**src/include/sbcl_regs.vh**
```
// Constants for the boot strap latch: strap layout, pulls, timing, registers
`ifndef SBCL_REGS_VH
`define SBCL_REGS_VH

// Strap vector layout
`define SBCL_NSTRAP          6
`define SBCL_STRAP_MSB       5
`define SBCL_BIT_LDO         0
`define SBCL_BIT_BOOTSEL     1
`define SBCL_BIT_BOOTAUX     2
`define SBCL_BIT_LOG         3
`define SBCL_BIT_SDIO        4
`define SBCL_BIT_SPARE       5

// Weak pulls applied while in reset
`define SBCL_PULLUP_MASK     6'h1A
`define SBCL_PULLDN_MASK     6'h25
`define SBCL_STRAP_RST       6'h00

// Settle time before capture, rounded up to whole cycles
`define SBCL_CLK_PERIOD_NS   10
`define SBCL_SETTLE_NS       200
`define SBCL_SETTLE_CYC      ((`SBCL_SETTLE_NS + `SBCL_CLK_PERIOD_NS - 1) \
                              / `SBCL_CLK_PERIOD_NS)
`define SBCL_CNT_W           8
`define SBCL_CNT_ZERO        8'h00
`define SBCL_CNT_ONE         8'h01

// Register byte offsets
`define SBCL_ADDR_W          12
`define SBCL_OFF_STATUS      12'h000
`define SBCL_OFF_OVERRIDE    12'h004
`define SBCL_OFF_EFFECT      12'h008

// Status register fields
`define SBCL_ST_VALID        8

// Override register fields
`define SBCL_OV_VSEL_EN      0
`define SBCL_OV_VSEL         1
`define SBCL_OV_SDIO_EN      2
`define SBCL_OV_SDIO_IN      3
`define SBCL_OV_SDIO_OUT     4
`define SBCL_OV_MSB          4
`define SBCL_OV_RST          5'h00

// Effective setting register fields
`define SBCL_EF_VSEL         0
`define SBCL_EF_SDIO_IN      1
`define SBCL_EF_SDIO_OUT     2
`define SBCL_EF_BOOT_SPI     3
`define SBCL_EF_BOOT_DL      4
`define SBCL_EF_LOG          5
`define SBCL_EF_BOOTING      6

// Phases
`define SBCL_ST_HOLD         1'b0
`define SBCL_ST_RUN          1'b1

`define SBCL_ZERO32          32'h0000_0000

`endif
```
**src/core/sbcl_sync.v**
```verilog
// Two-stage synchroniser for one asynchronous input
`timescale 1ns/100ps
module sbcl_sync (
    // Clock and reset
    input  wire core_clk_i,
    input  wire nrst_i,
    input  wire ce_i,
    // Data
    input  wire d_i,
    output wire q_o
);

    reg meta_q;
    reg sync_q;

    // First stage feeds only the second stage
    always @(posedge core_clk_i or negedge nrst_i) begin
        if (!nrst_i) begin
            meta_q <= 1'b0;
            sync_q <= 1'b0;
        end else if (ce_i) begin
            meta_q <= d_i;
            sync_q <= meta_q;
        end
    end

    assign q_o = sync_q;

endmodule // sbcl_sync

```
**src/core/sbcl_top.v**
```verilog
// Boot strap latch: samples straps at reset release, decodes, APB readback
//
// Function
// - Sample all six strap pins during power-on reset, latching each bit.
// - Latched straps stay fixed until shutdown; later pin activity ignored.
// - Software reads the six latched strap bits from a read-only register.
// - Weak default pulls drive every strap pin while in reset.
// - After reset the strap pins return to their ordinary function.
// - Flash supply is 3.3V when ldo strap is 0, 1.8V when 1.
// - Boot select 1 boots SPI flash; both select and aux 0 download.
// - Boot log on uart0 transmit when log strap is 1, else silent.
// - Log and sdio straps pick SDIO slave input and output edges.
// - Firmware may override flash supply and SDIO edges after boot.
// - Chip enable is active high; device operates only while high.
`timescale 1ns/100ps
`include "sbcl_regs.vh"
module sbcl_top (
    // Clock, reset, clock enable
    input  wire                      core_clk_i,
    input  wire                      nrst_i,
    input  wire                      ce_i,
    // Chip enable pin
    input  wire                      chip_en_i,
    // Strap pads
    input  wire [`SBCL_STRAP_MSB:0]  strap_pad_i,
    output wire [`SBCL_STRAP_MSB:0]  strap_pad_o,
    output wire [`SBCL_STRAP_MSB:0]  strap_pad_oe_o,
    output reg  [`SBCL_STRAP_MSB:0]  strap_pull_up_o,
    output reg  [`SBCL_STRAP_MSB:0]  strap_pull_dn_o,
    // Ordinary pin functions behind the strap pads
    input  wire [`SBCL_STRAP_MSB:0]  func_out_i,
    input  wire [`SBCL_STRAP_MSB:0]  func_oe_i,
    output wire [`SBCL_STRAP_MSB:0]  func_in_o,
    // Boot log path
    input  wire                      uart0_tx_i,
    input  wire                      boot_done_i,
    output wire                      uart0_transmit_o,
    // Decoded settings
    output reg                       flash_vsel_1v8_o,
    output reg                       boot_spi_flash_o,
    output reg                       boot_download_o,
    output reg                       boot_log_en_o,
    output reg                       sdio_in_rising_o,
    output reg                       sdio_out_rising_o,
    output reg                       straps_valid_o,
    output wire                      core_run_o,
    // APB slave
    input  wire                      psel,
    input  wire                      penable,
    input  wire                      pwrite,
    input  wire [`SBCL_ADDR_W-1:0]   paddr,
    input  wire [31:0]               pwdata,
    output wire                      pready,
    output reg  [31:0]               prdata,
    output reg                       pslverr
);

    // Settle count, cut to the counter width on purpose
    localparam integer SETTLE_INT = `SBCL_SETTLE_CYC;
    localparam [`SBCL_CNT_W-1:0] SETTLE_CYC = SETTLE_INT[`SBCL_CNT_W-1:0];

    wire [`SBCL_STRAP_MSB:0] pad_sync;
    wire                     en_sync;

    reg                      phase_q;
    reg                      phase_d;
    reg [`SBCL_CNT_W-1:0]    cnt_q;
    reg [`SBCL_CNT_W-1:0]    cnt_d;
    reg [`SBCL_STRAP_MSB:0]  strap_q;
    reg                      valid_q;
    reg                      booting_q;
    reg [`SBCL_OV_MSB:0]     ovr_q;
    wire                     capture;
    wire                     run;

    // Pads and chip enable come from outside the clock domain
    genvar gi;
    generate
        for (gi = 0; gi < `SBCL_NSTRAP; gi = gi + 1) begin : g_pad
            sbcl_sync u_sync (
                .core_clk_i (core_clk_i),
                .nrst_i     (nrst_i),
                .ce_i       (ce_i),
                .d_i        (strap_pad_i[gi]),
                .q_o        (pad_sync[gi])
            );
        end
    endgenerate

    sbcl_sync u_en_sync (
        .core_clk_i (core_clk_i),
        .nrst_i     (nrst_i),
        .ce_i       (ce_i),
        .d_i        (chip_en_i),
        .q_o        (en_sync)
    );

    // Hold phase lasts until enable is high and pads have settled;
    // the count starts only after the two synchroniser stages.
    always @* begin
        phase_d = phase_q;
        cnt_d   = cnt_q;
        case (phase_q)
            `SBCL_ST_HOLD: begin
                if (!en_sync) begin
                    cnt_d = `SBCL_CNT_ZERO;
                end else if (cnt_q == SETTLE_CYC) begin
                    phase_d = `SBCL_ST_RUN;
                end else begin
                    cnt_d = cnt_q + `SBCL_CNT_ONE;
                end
            end
            `SBCL_ST_RUN: begin
                if (!en_sync) begin
                    phase_d = `SBCL_ST_HOLD;
                    cnt_d   = `SBCL_CNT_ZERO;
                end
            end
            default: begin
                phase_d = `SBCL_ST_HOLD;
                cnt_d   = `SBCL_CNT_ZERO;
            end
        endcase
    end

    always @(posedge core_clk_i or negedge nrst_i) begin
        if (!nrst_i) begin
            phase_q <= `SBCL_ST_HOLD;
            cnt_q   <= `SBCL_CNT_ZERO;
        end else if (ce_i) begin
            phase_q <= phase_d;
            cnt_q   <= cnt_d;
        end
    end

    assign capture    = (phase_q == `SBCL_ST_HOLD) &&
                        (phase_d == `SBCL_ST_RUN);
    assign run        = (phase_q == `SBCL_ST_RUN);
    assign core_run_o = run;

    // Capture happens on the hold-to-run edge only; a shutdown keeps the
    // old straps in the latch but clears valid until the next capture.
    // sample straps once per release
    // no other path writes the latch
    always @(posedge core_clk_i or negedge nrst_i) begin
        if (!nrst_i) begin
            strap_q <= `SBCL_STRAP_RST;
            valid_q <= 1'b0;
        end else if (ce_i) begin
            if (capture) begin
                strap_q <= pad_sync;
                valid_q <= 1'b1;
            end else if (!run && !en_sync) begin
                valid_q <= 1'b0;
            end
        end
    end

    // Boot phase ends on boot_done_i; the set at capture wins
    always @(posedge core_clk_i or negedge nrst_i) begin
        if (!nrst_i) begin
            booting_q <= 1'b0;
        end else if (ce_i) begin
            if (capture) begin
                booting_q <= 1'b1;
            end else if (boot_done_i || !run) begin
                booting_q <= 1'b0;
            end
        end
    end

    // Driven from phase_d so pulls drop on the edge the pads are handed
    // over; a late drop would fight a pad driven by its normal function.
    // weak pulls only while held in reset
    always @(posedge core_clk_i or negedge nrst_i) begin
        if (!nrst_i) begin
            strap_pull_up_o <= `SBCL_PULLUP_MASK;
            strap_pull_dn_o <= `SBCL_PULLDN_MASK;
        end else if (ce_i) begin
            if (phase_d == `SBCL_ST_RUN) begin
                strap_pull_up_o <= `SBCL_STRAP_RST;
                strap_pull_dn_o <= `SBCL_STRAP_RST;
            end else begin
                strap_pull_up_o <= `SBCL_PULLUP_MASK;
                strap_pull_dn_o <= `SBCL_PULLDN_MASK;
            end
        end
    end

    // pads belong to their normal function once running
    assign strap_pad_o    = run ? func_out_i : `SBCL_STRAP_RST;
    assign strap_pad_oe_o = run ? func_oe_i  : `SBCL_STRAP_RST;
    assign func_in_o      = run ? pad_sync   : `SBCL_STRAP_RST;

    // silent line idles high during boot when logging is off
    assign uart0_transmit_o = (booting_q && !boot_log_en_o) ? 1'b1
                                                            : uart0_tx_i;

    // Decoded settings, registered so they never glitch
    always @(posedge core_clk_i or negedge nrst_i) begin
        if (!nrst_i) begin
            flash_vsel_1v8_o  <= 1'b0;
            boot_spi_flash_o  <= 1'b0;
            boot_download_o   <= 1'b0;
            boot_log_en_o     <= 1'b0;
            sdio_in_rising_o  <= 1'b0;
            sdio_out_rising_o <= 1'b0;
            straps_valid_o    <= 1'b0;
        end else if (ce_i) begin
            straps_valid_o <= valid_q;
            // override only after straps are latched
            if (valid_q && ovr_q[`SBCL_OV_VSEL_EN]) begin
                flash_vsel_1v8_o <= ovr_q[`SBCL_OV_VSEL];
            end else begin
                flash_vsel_1v8_o <= strap_q[`SBCL_BIT_LDO];
            end
            boot_spi_flash_o <= valid_q & strap_q[`SBCL_BIT_BOOTSEL];
            boot_download_o  <= valid_q & ~strap_q[`SBCL_BIT_BOOTSEL] &
                                ~strap_q[`SBCL_BIT_BOOTAUX];
            boot_log_en_o    <= strap_q[`SBCL_BIT_LOG];
            // edge pair from log and sdio straps
            if (valid_q && ovr_q[`SBCL_OV_SDIO_EN]) begin
                sdio_in_rising_o  <= ovr_q[`SBCL_OV_SDIO_IN];
                sdio_out_rising_o <= ovr_q[`SBCL_OV_SDIO_OUT];
            end else begin
                sdio_in_rising_o  <= strap_q[`SBCL_BIT_LOG];
                sdio_out_rising_o <= strap_q[`SBCL_BIT_SDIO];
            end
        end
    end

    // APB: zero wait states. Read data and the error flag are taken into
    // flip-flops at the end of the setup cycle, so they stand for the whole
    // access cycle without a combinational path from the address pins.
    wire apb_setup  = psel & ~penable;
    wire apb_acc    = psel & penable;
    wire hit_status = (paddr == `SBCL_OFF_STATUS);
    wire hit_ovr    = (paddr == `SBCL_OFF_OVERRIDE);
    wire hit_eff    = (paddr == `SBCL_OFF_EFFECT);
    wire hit_any    = hit_status | hit_ovr | hit_eff;
    // Read-only registers refuse writes with an error
    wire bad_access = ~hit_any | (pwrite & ~hit_ovr);
    reg  [31:0] rd_mux;

    assign pready = 1'b1;

    always @* begin
        rd_mux = `SBCL_ZERO32;
        if (!pwrite) begin
            if (hit_status) begin
                // latched straps and their valid flag
                rd_mux[`SBCL_STRAP_MSB:0] = strap_q;
                rd_mux[`SBCL_ST_VALID]    = valid_q;
            end else if (hit_ovr) begin
                rd_mux[`SBCL_OV_MSB:0] = ovr_q;
            end else if (hit_eff) begin
                rd_mux[`SBCL_EF_VSEL]     = flash_vsel_1v8_o;
                rd_mux[`SBCL_EF_SDIO_IN]  = sdio_in_rising_o;
                rd_mux[`SBCL_EF_SDIO_OUT] = sdio_out_rising_o;
                rd_mux[`SBCL_EF_BOOT_SPI] = boot_spi_flash_o;
                rd_mux[`SBCL_EF_BOOT_DL]  = boot_download_o;
                rd_mux[`SBCL_EF_LOG]      = boot_log_en_o;
                rd_mux[`SBCL_EF_BOOTING]  = booting_q;
            end
        end
    end

    // Outside the access cycle both answers read as zero
    always @(posedge core_clk_i or negedge nrst_i) begin
        if (!nrst_i) begin
            prdata  <= `SBCL_ZERO32;
            pslverr <= 1'b0;
        end else if (ce_i) begin
            if (apb_setup) begin
                prdata  <= rd_mux;
                pslverr <= bad_access;
            end else begin
                prdata  <= `SBCL_ZERO32;
                pslverr <= 1'b0;
            end
        end
    end

    // Override bits survive shutdown; only the core reset clears them
    always @(posedge core_clk_i or negedge nrst_i) begin
        if (!nrst_i) begin
            ovr_q <= `SBCL_OV_RST;
        end else if (ce_i) begin
            if (apb_acc && pwrite && hit_ovr) begin
                ovr_q <= pwdata[`SBCL_OV_MSB:0];
            end
        end
    end

endmodule // sbcl_top

```
**config.mk**
```make
export PLATFORM = sky130hd
export DESIGN_NAME = sbcl_top
export DESIGN_NICKNAME = d
export VERILOG_FILES = /design/src/core/sbcl_sync.v /design/src/core/sbcl_top.v
export VERILOG_INCLUDE_DIRS = /design/src /design/src/include
export SDC_FILE = /design/constraint.sdc
export NUM_CORES = 1
export LEC_CHECK = 0
export ABC_AREA = 1
export BUFFER_PORTS_ARGS = -buffer_cell sky130_fd_sc_hd__buf_2
export CORE_AREA = 2 2 88 90
export DETAILED_ROUTE_END_ITERATION = 6
export DIE_AREA = 0 0 90 92
export HOLD_SLACK_MARGIN = 0.12
export PLACE_DENSITY = 0.74
export SLEW_MARGIN = 20
export SYNTH_ARGS = -nofsm -noshare
export SYNTH_HDL_FRONTEND = slang
export SYNTH_SLANG_ARGS = --single-unit
```
**constraint.sdc**
```tcl
create_clock -name core_clk_i -period 1.3 [get_ports core_clk_i]
set_input_delay 0.13 -clock core_clk_i [delete_from_list [all_inputs] [get_ports core_clk_i]]
set_output_delay 0.13 -clock core_clk_i [all_outputs]
set_load 0.02 [all_outputs]
```
Yosys cells after proc, flatten, opt, wreduce, memory -nomap -nowiden

Index checks and enable logic that the tools add are counted.

Add/subtract/negate cells: 1
Eq/ne operators: 5
Muxes and demuxes: 31
Bitwise gates (word level): 15
Reduce and logical (&&, ||, !) cells: 19

Operators by type and width:

| operator            | count |
|---|---|
| $mux 6              | 5 |
| $mux 8              | 3 |
| $pmux 8 s2          | 1 |
| $mux 1              | 15 |
| $mux 7              | 2 |
| $eq 12x3->1 const B | 1 |
| $eq 12x4->1 const B | 1 |
| $logic_not 12->1    | 1 |
| $mux 5              | 2 |
| $mux 9              | 1 |
| $add 8x1->8 const B | 1 |
| $eq 8x5->1 const B  | 1 |
| $reduce_and 2->1    | 4 |
| $logic_and 1x1->1   | 7 |
| $and 1x1->1         | 6 |
| $not 1->1           | 6 |
| $reduce_bool 2->1   | 2 |
| $logic_not 1->1     | 3 |
| $ne 3x3->1 const B  | 1 |
| $or 1x1->1          | 3 |
| $reduce_and 3->1    | 1 |
| $mux 2              | 1 |
| $ne 2x2->1 const B  | 1 |
| $pmux 1 s2          | 1 |
| $logic_or 1x1->1    | 1 |

Register bits: 88
Input bits: 71
Output and inout bits: 73
Word-level logic and storage cells: 102

Longest topological paths before layout

Depth after elaboration: 7
Mapped depth: 10
Depth with buffers taken out: 10

By module

Synthesis repeated with hierarchy kept, for this count alone.

Cell total of the unflattened synthesis: 426
Area, all modules: 3109.2 um^2

By module, submodules not included:

| module    | instances | cells an instance | area an instance (um^2) | sequential area each (um^2) |
|---|---|---|---|---|
| sbcl_top  | 1         | 363               | 2575.0                  | 977.2 |
| sbcl_sync | 7         | 9                 | 76.3                    | 50.0 |

Worst setup path after synthesis

OpenSTA, ideal clock, no wires.

Path kind: flip-flop to flip-flop
From: reg cnt_q[0]
To: reg cnt_q[0]
Library setup time: 0.120 ns
Arrival: 1.283 ns
Required time: 1.180 ns
Slack: -0.103 ns
Cell stages (with the launch flop): 11
Path buffers: 1
Period minus slack after synthesis: 1.403 ns
Path through: dfrtp_1 > inv_1 > ha_1 > inv_1 > nor3_4 > nand2_1 > nand2_1 > nand2_2 > buf_6 > nand3_1 > o21ai_2

Word-level cells in the longest chain between the ends: 4
Elaborated cells on any way between the ends: 7
Classes of those cells: add/sub: 1; eq/ne: 2; mux: 3; reduce/logical: 1

RTL lines:

| element                | RTL line       | RTL |
|---|---|---|
| from (decl)            | sbcl_top.v:67  | `` reg [`SBCL_CNT_W-1:0] cnt_q; `` |
| from (signal assigned) | sbcl_top.v:129 | `` cnt_q <= `SBCL_CNT_ZERO; `` |
| from (signal assigned) | sbcl_top.v:132 | `cnt_q <= cnt_d;` |
| $add 8x1->8 (no line)  | n/a            |  |
| $mux 8                 | sbcl_top.v:107 | `end else if (cnt_q == SETTLE_CYC) begin` |
| $mux 8                 | sbcl_top.v:105 | `if (!en_sync) begin` |
| $pmux 8 s2             | sbcl_top.v:103 | `case (phase_q)` |

Several ways; a longest one is shown, not always the timed one. The select of a mux whose other input is x is not followed.
A chain may end at the register's enable or synchronous reset.

Final worst setup path

From: reg cnt_q[0]
To: reg cnt_q[1]

Same word-level chain as after synthesis.

==> out/metrics.cfg <==
[timing]
finalMaxSlewViolations = 0
finalWorstSetupSlack_ns = -0.101
min_period_ns = 1.40
rsz0062_at_grt = yes
fin_skew_ns = 0.00795
hold_ws_ns = 0.119
setup_viol = 29
fin_tns_setup_ns = -1.31
finalCritPeriodShare_pct = 108
hold_violations = 0
max_freq_ghz = 0.714

[drt]
drt_iter0_markers = 73
ant_nets = 0
wirelength_mm = 7.63
via_per_inst = 4.58
wl_per_cell_um = 12.1
dr.pass1.iters = 5
remaining_drc_errors = 0
vias = 2900

[power]
power.switching_mw = 1.24
comb_power_share_pct = 26.1
p_sw_share_pct = 31.3
clock_power_share_pct = 29.1
p_leak_nw = 2.35
finalPower_mw = 3.97
p_per_area_nw_per_um2 = 933
p_seq_share_pct = 44.8
peakVddDrop_mv = 0.521
intPower_mw = 2.73

[yosys]
synth_top_area_share_pct = 42.1
async_flop_share_pct = 100
synth.cell_area_sq_um = 3090
avgSynthCellArea_sq_um = 7.51
synth_common_cells = 142 x nand2_1, 54 x inv_1, 52 x dfrtp_1
synth_seq_area_share_pct = 43.0
synth.area.top_cells = dfrtp_1 42%, nand2_1 17%, buf_4 9.5%
yosys_warnings = 0
yosys.cell_count.top_type = nand2_1
synth_edf_count = 0
ys_types = 31
synth-seq-cells = 53
ys.flop_type = dfrtp_1
syn_inst = 411
yosysTopAreaCell = dfrtp_1

[clock_network]
cts-root-buf = clkbuf_8
cts_tree = built
cts_sinks = 53
worstSkewPairLatency_ns = 0.32
clk_pin_slew_ns = 0.10
htreeDepth = 2
cts_buffers = 5
clockBufferDepth = 2

[finish]
fin_area_sq_um = 4260
fillerInstances = 680
drive_above_1_share_pct = 39.5
multi_input_area_sq_um = 1470
layout.nets = 603
antenna_cells = 0
area_growth_syn_to_layout_pct = 37.8
final_core_util_pct = 57.2
regArea_sq_um = 1330
fin_cells = 633

[grt]
grt_pass1_vias = 2712
grt_use_total_pct = 18.0
grt_pass1_wl_mm = 12.2
grt_antenna_before_repair = 0
gr-total-overflow = 0
grt_max_degree = 54

[critical_path]
crit_end = cnt_q[1]
crit_path_start = cnt_q[0]
crit_type = reg2reg
end_kind = register
start_kind = register
r2r_cells = 10
cp.required_ns = 1.52
crit_arrival_ns = 1.62
reg2reg_from = cnt_q[0]
timing.rr.end = cnt_q[1]
critPathMaxFanout = 6
reg2reg_setup_slack_ns = -0.10

[worst_hold_path]
min_path_type = in2reg

[floorplan]
chipHeight_um = 92
num_rows = 32
core_sq_um = 7450
design.die.area_sq_um = 8280
ioPinCount = 144
die_x_um = 90
start_util_pct = 41.5

[outcome]
status = finished, violations left
violations = negative setup slack

[placed_design]
place_congestion = 0.823
portBuffers = 85
postPlaceCellArea_sq_um = 3640
placed_cells = 602
pre_cts_slack_ns = -0.144
dp_hpwl_mm = 5.20

[run]
maxCapViolCount = 0

[registers in the layout, summed over array words and instances, names as in the netlist, 5 cells and up]
register and cells:
strap_q 6, ovr_q 5, g_pad.u_sync.meta_q 6, prdata 8, cnt_q 8, g_pad.u_sync.q_o 6
[cell usage in the layout (no fill, tap or decap), types with 18 or more instances in the layout]
cell     synthesis  final
nand3_1         23     22
o21ai_0         18     18
nor2_1          21     20
nand2_2          2     24
buf_6            2     23
dfrtp_1         52     51
inv_2            4     23
inv_1           54     34
nand2_1        142    112
conb_1           2     31
buf_4           39     22
buf_2            3     68
[cells by family after synthesis]
| logic type | count (synthesis) | share of synthesized area (%) |
|---|---|---|
| DFF | 53 | 43.0 |
| and+or+nand+nor | 204 | 28.6 |
| buffers and inverters | 106 | 18.2 |
| AOI/OAI and AO/OA | 42 | 8.59 |
| other | 2 | 0.243 |
| adders and majority gates | 2 | 0.810 |
| xor gates and xnor gates | 2 | 0.567 |
[cell type report]
cell class | instances | share of cell area, %
clock inverters | 3 | 1.09
multi-input cells | 281 | 34.5
well taps | 102 | 3.00
inverters | 58 | 5.23
clock buffers | 5 | 1.62
flip-flops and latches | 53 | 31.2
repair buffers | 131 | 23.4
[routing by layer]
layer / up-vias / GRT usage, % / wire (um)
li1: 1429 / - / -
met1: 1359 / 23.5 / 3220
met2: 98 / 30.5 / 3900
met3: 14 / 3.37 / 358
met4: 0 / 5.64 / 150
met5: - / 0 / 0
[worst min path at each step]
stage | start | end | slack, ns | cells past startpoint
final | penable | pslverr | 0.12 | 4
after global routing | penable | pslverr | 0.13 | 4
after CTS | penable | pslverr | 0.12 | 4
after detailed placement | nrst_i | cnt_q[2] | 0.15 | 2
after global placement | nrst_i | prdata[1] | 0.15 | 2
after floorplan | nrst_i | boot_download_o | -0.17 | 0
[timing repair]
item | CTS | global route
hold buffers | 13 | 0
endpoints found under the setup margin | 34 | 35
hold endpoints to repair | 65 | 0
buffers inserted | 4 | 2
gates resized for setup | 28 | 80
gates cloned | 2 | 2
pin swaps | 2 | 3
[power by group through the flow]
stage          combinational [mW]  clock, mW  sequential [mW]
6_report                     1.04       1.16             1.78
5_1_grt                      1.12       1.26             1.79
4_1_cts                     0.890       1.17             1.77
3_5_place_dp                0.778          0             1.80
3_3_place_gp                0.759          0             1.80
2_1_floorplan               0.547          0             1.81
[critical path, stage by stage, from the launching register on]
cell     delay [ns]
dfrtp_1        0.40
inv_2          0.08
ha_4           0.13
inv_2          0.03
nor3_4         0.12
nand2_1        0.10
nand2_2        0.09
nand2_4        0.09
buf_6          0.14
nand3_2        0.06
o21ai_2        0.05
No activity file was read; power rests on OpenSTA's default activity.
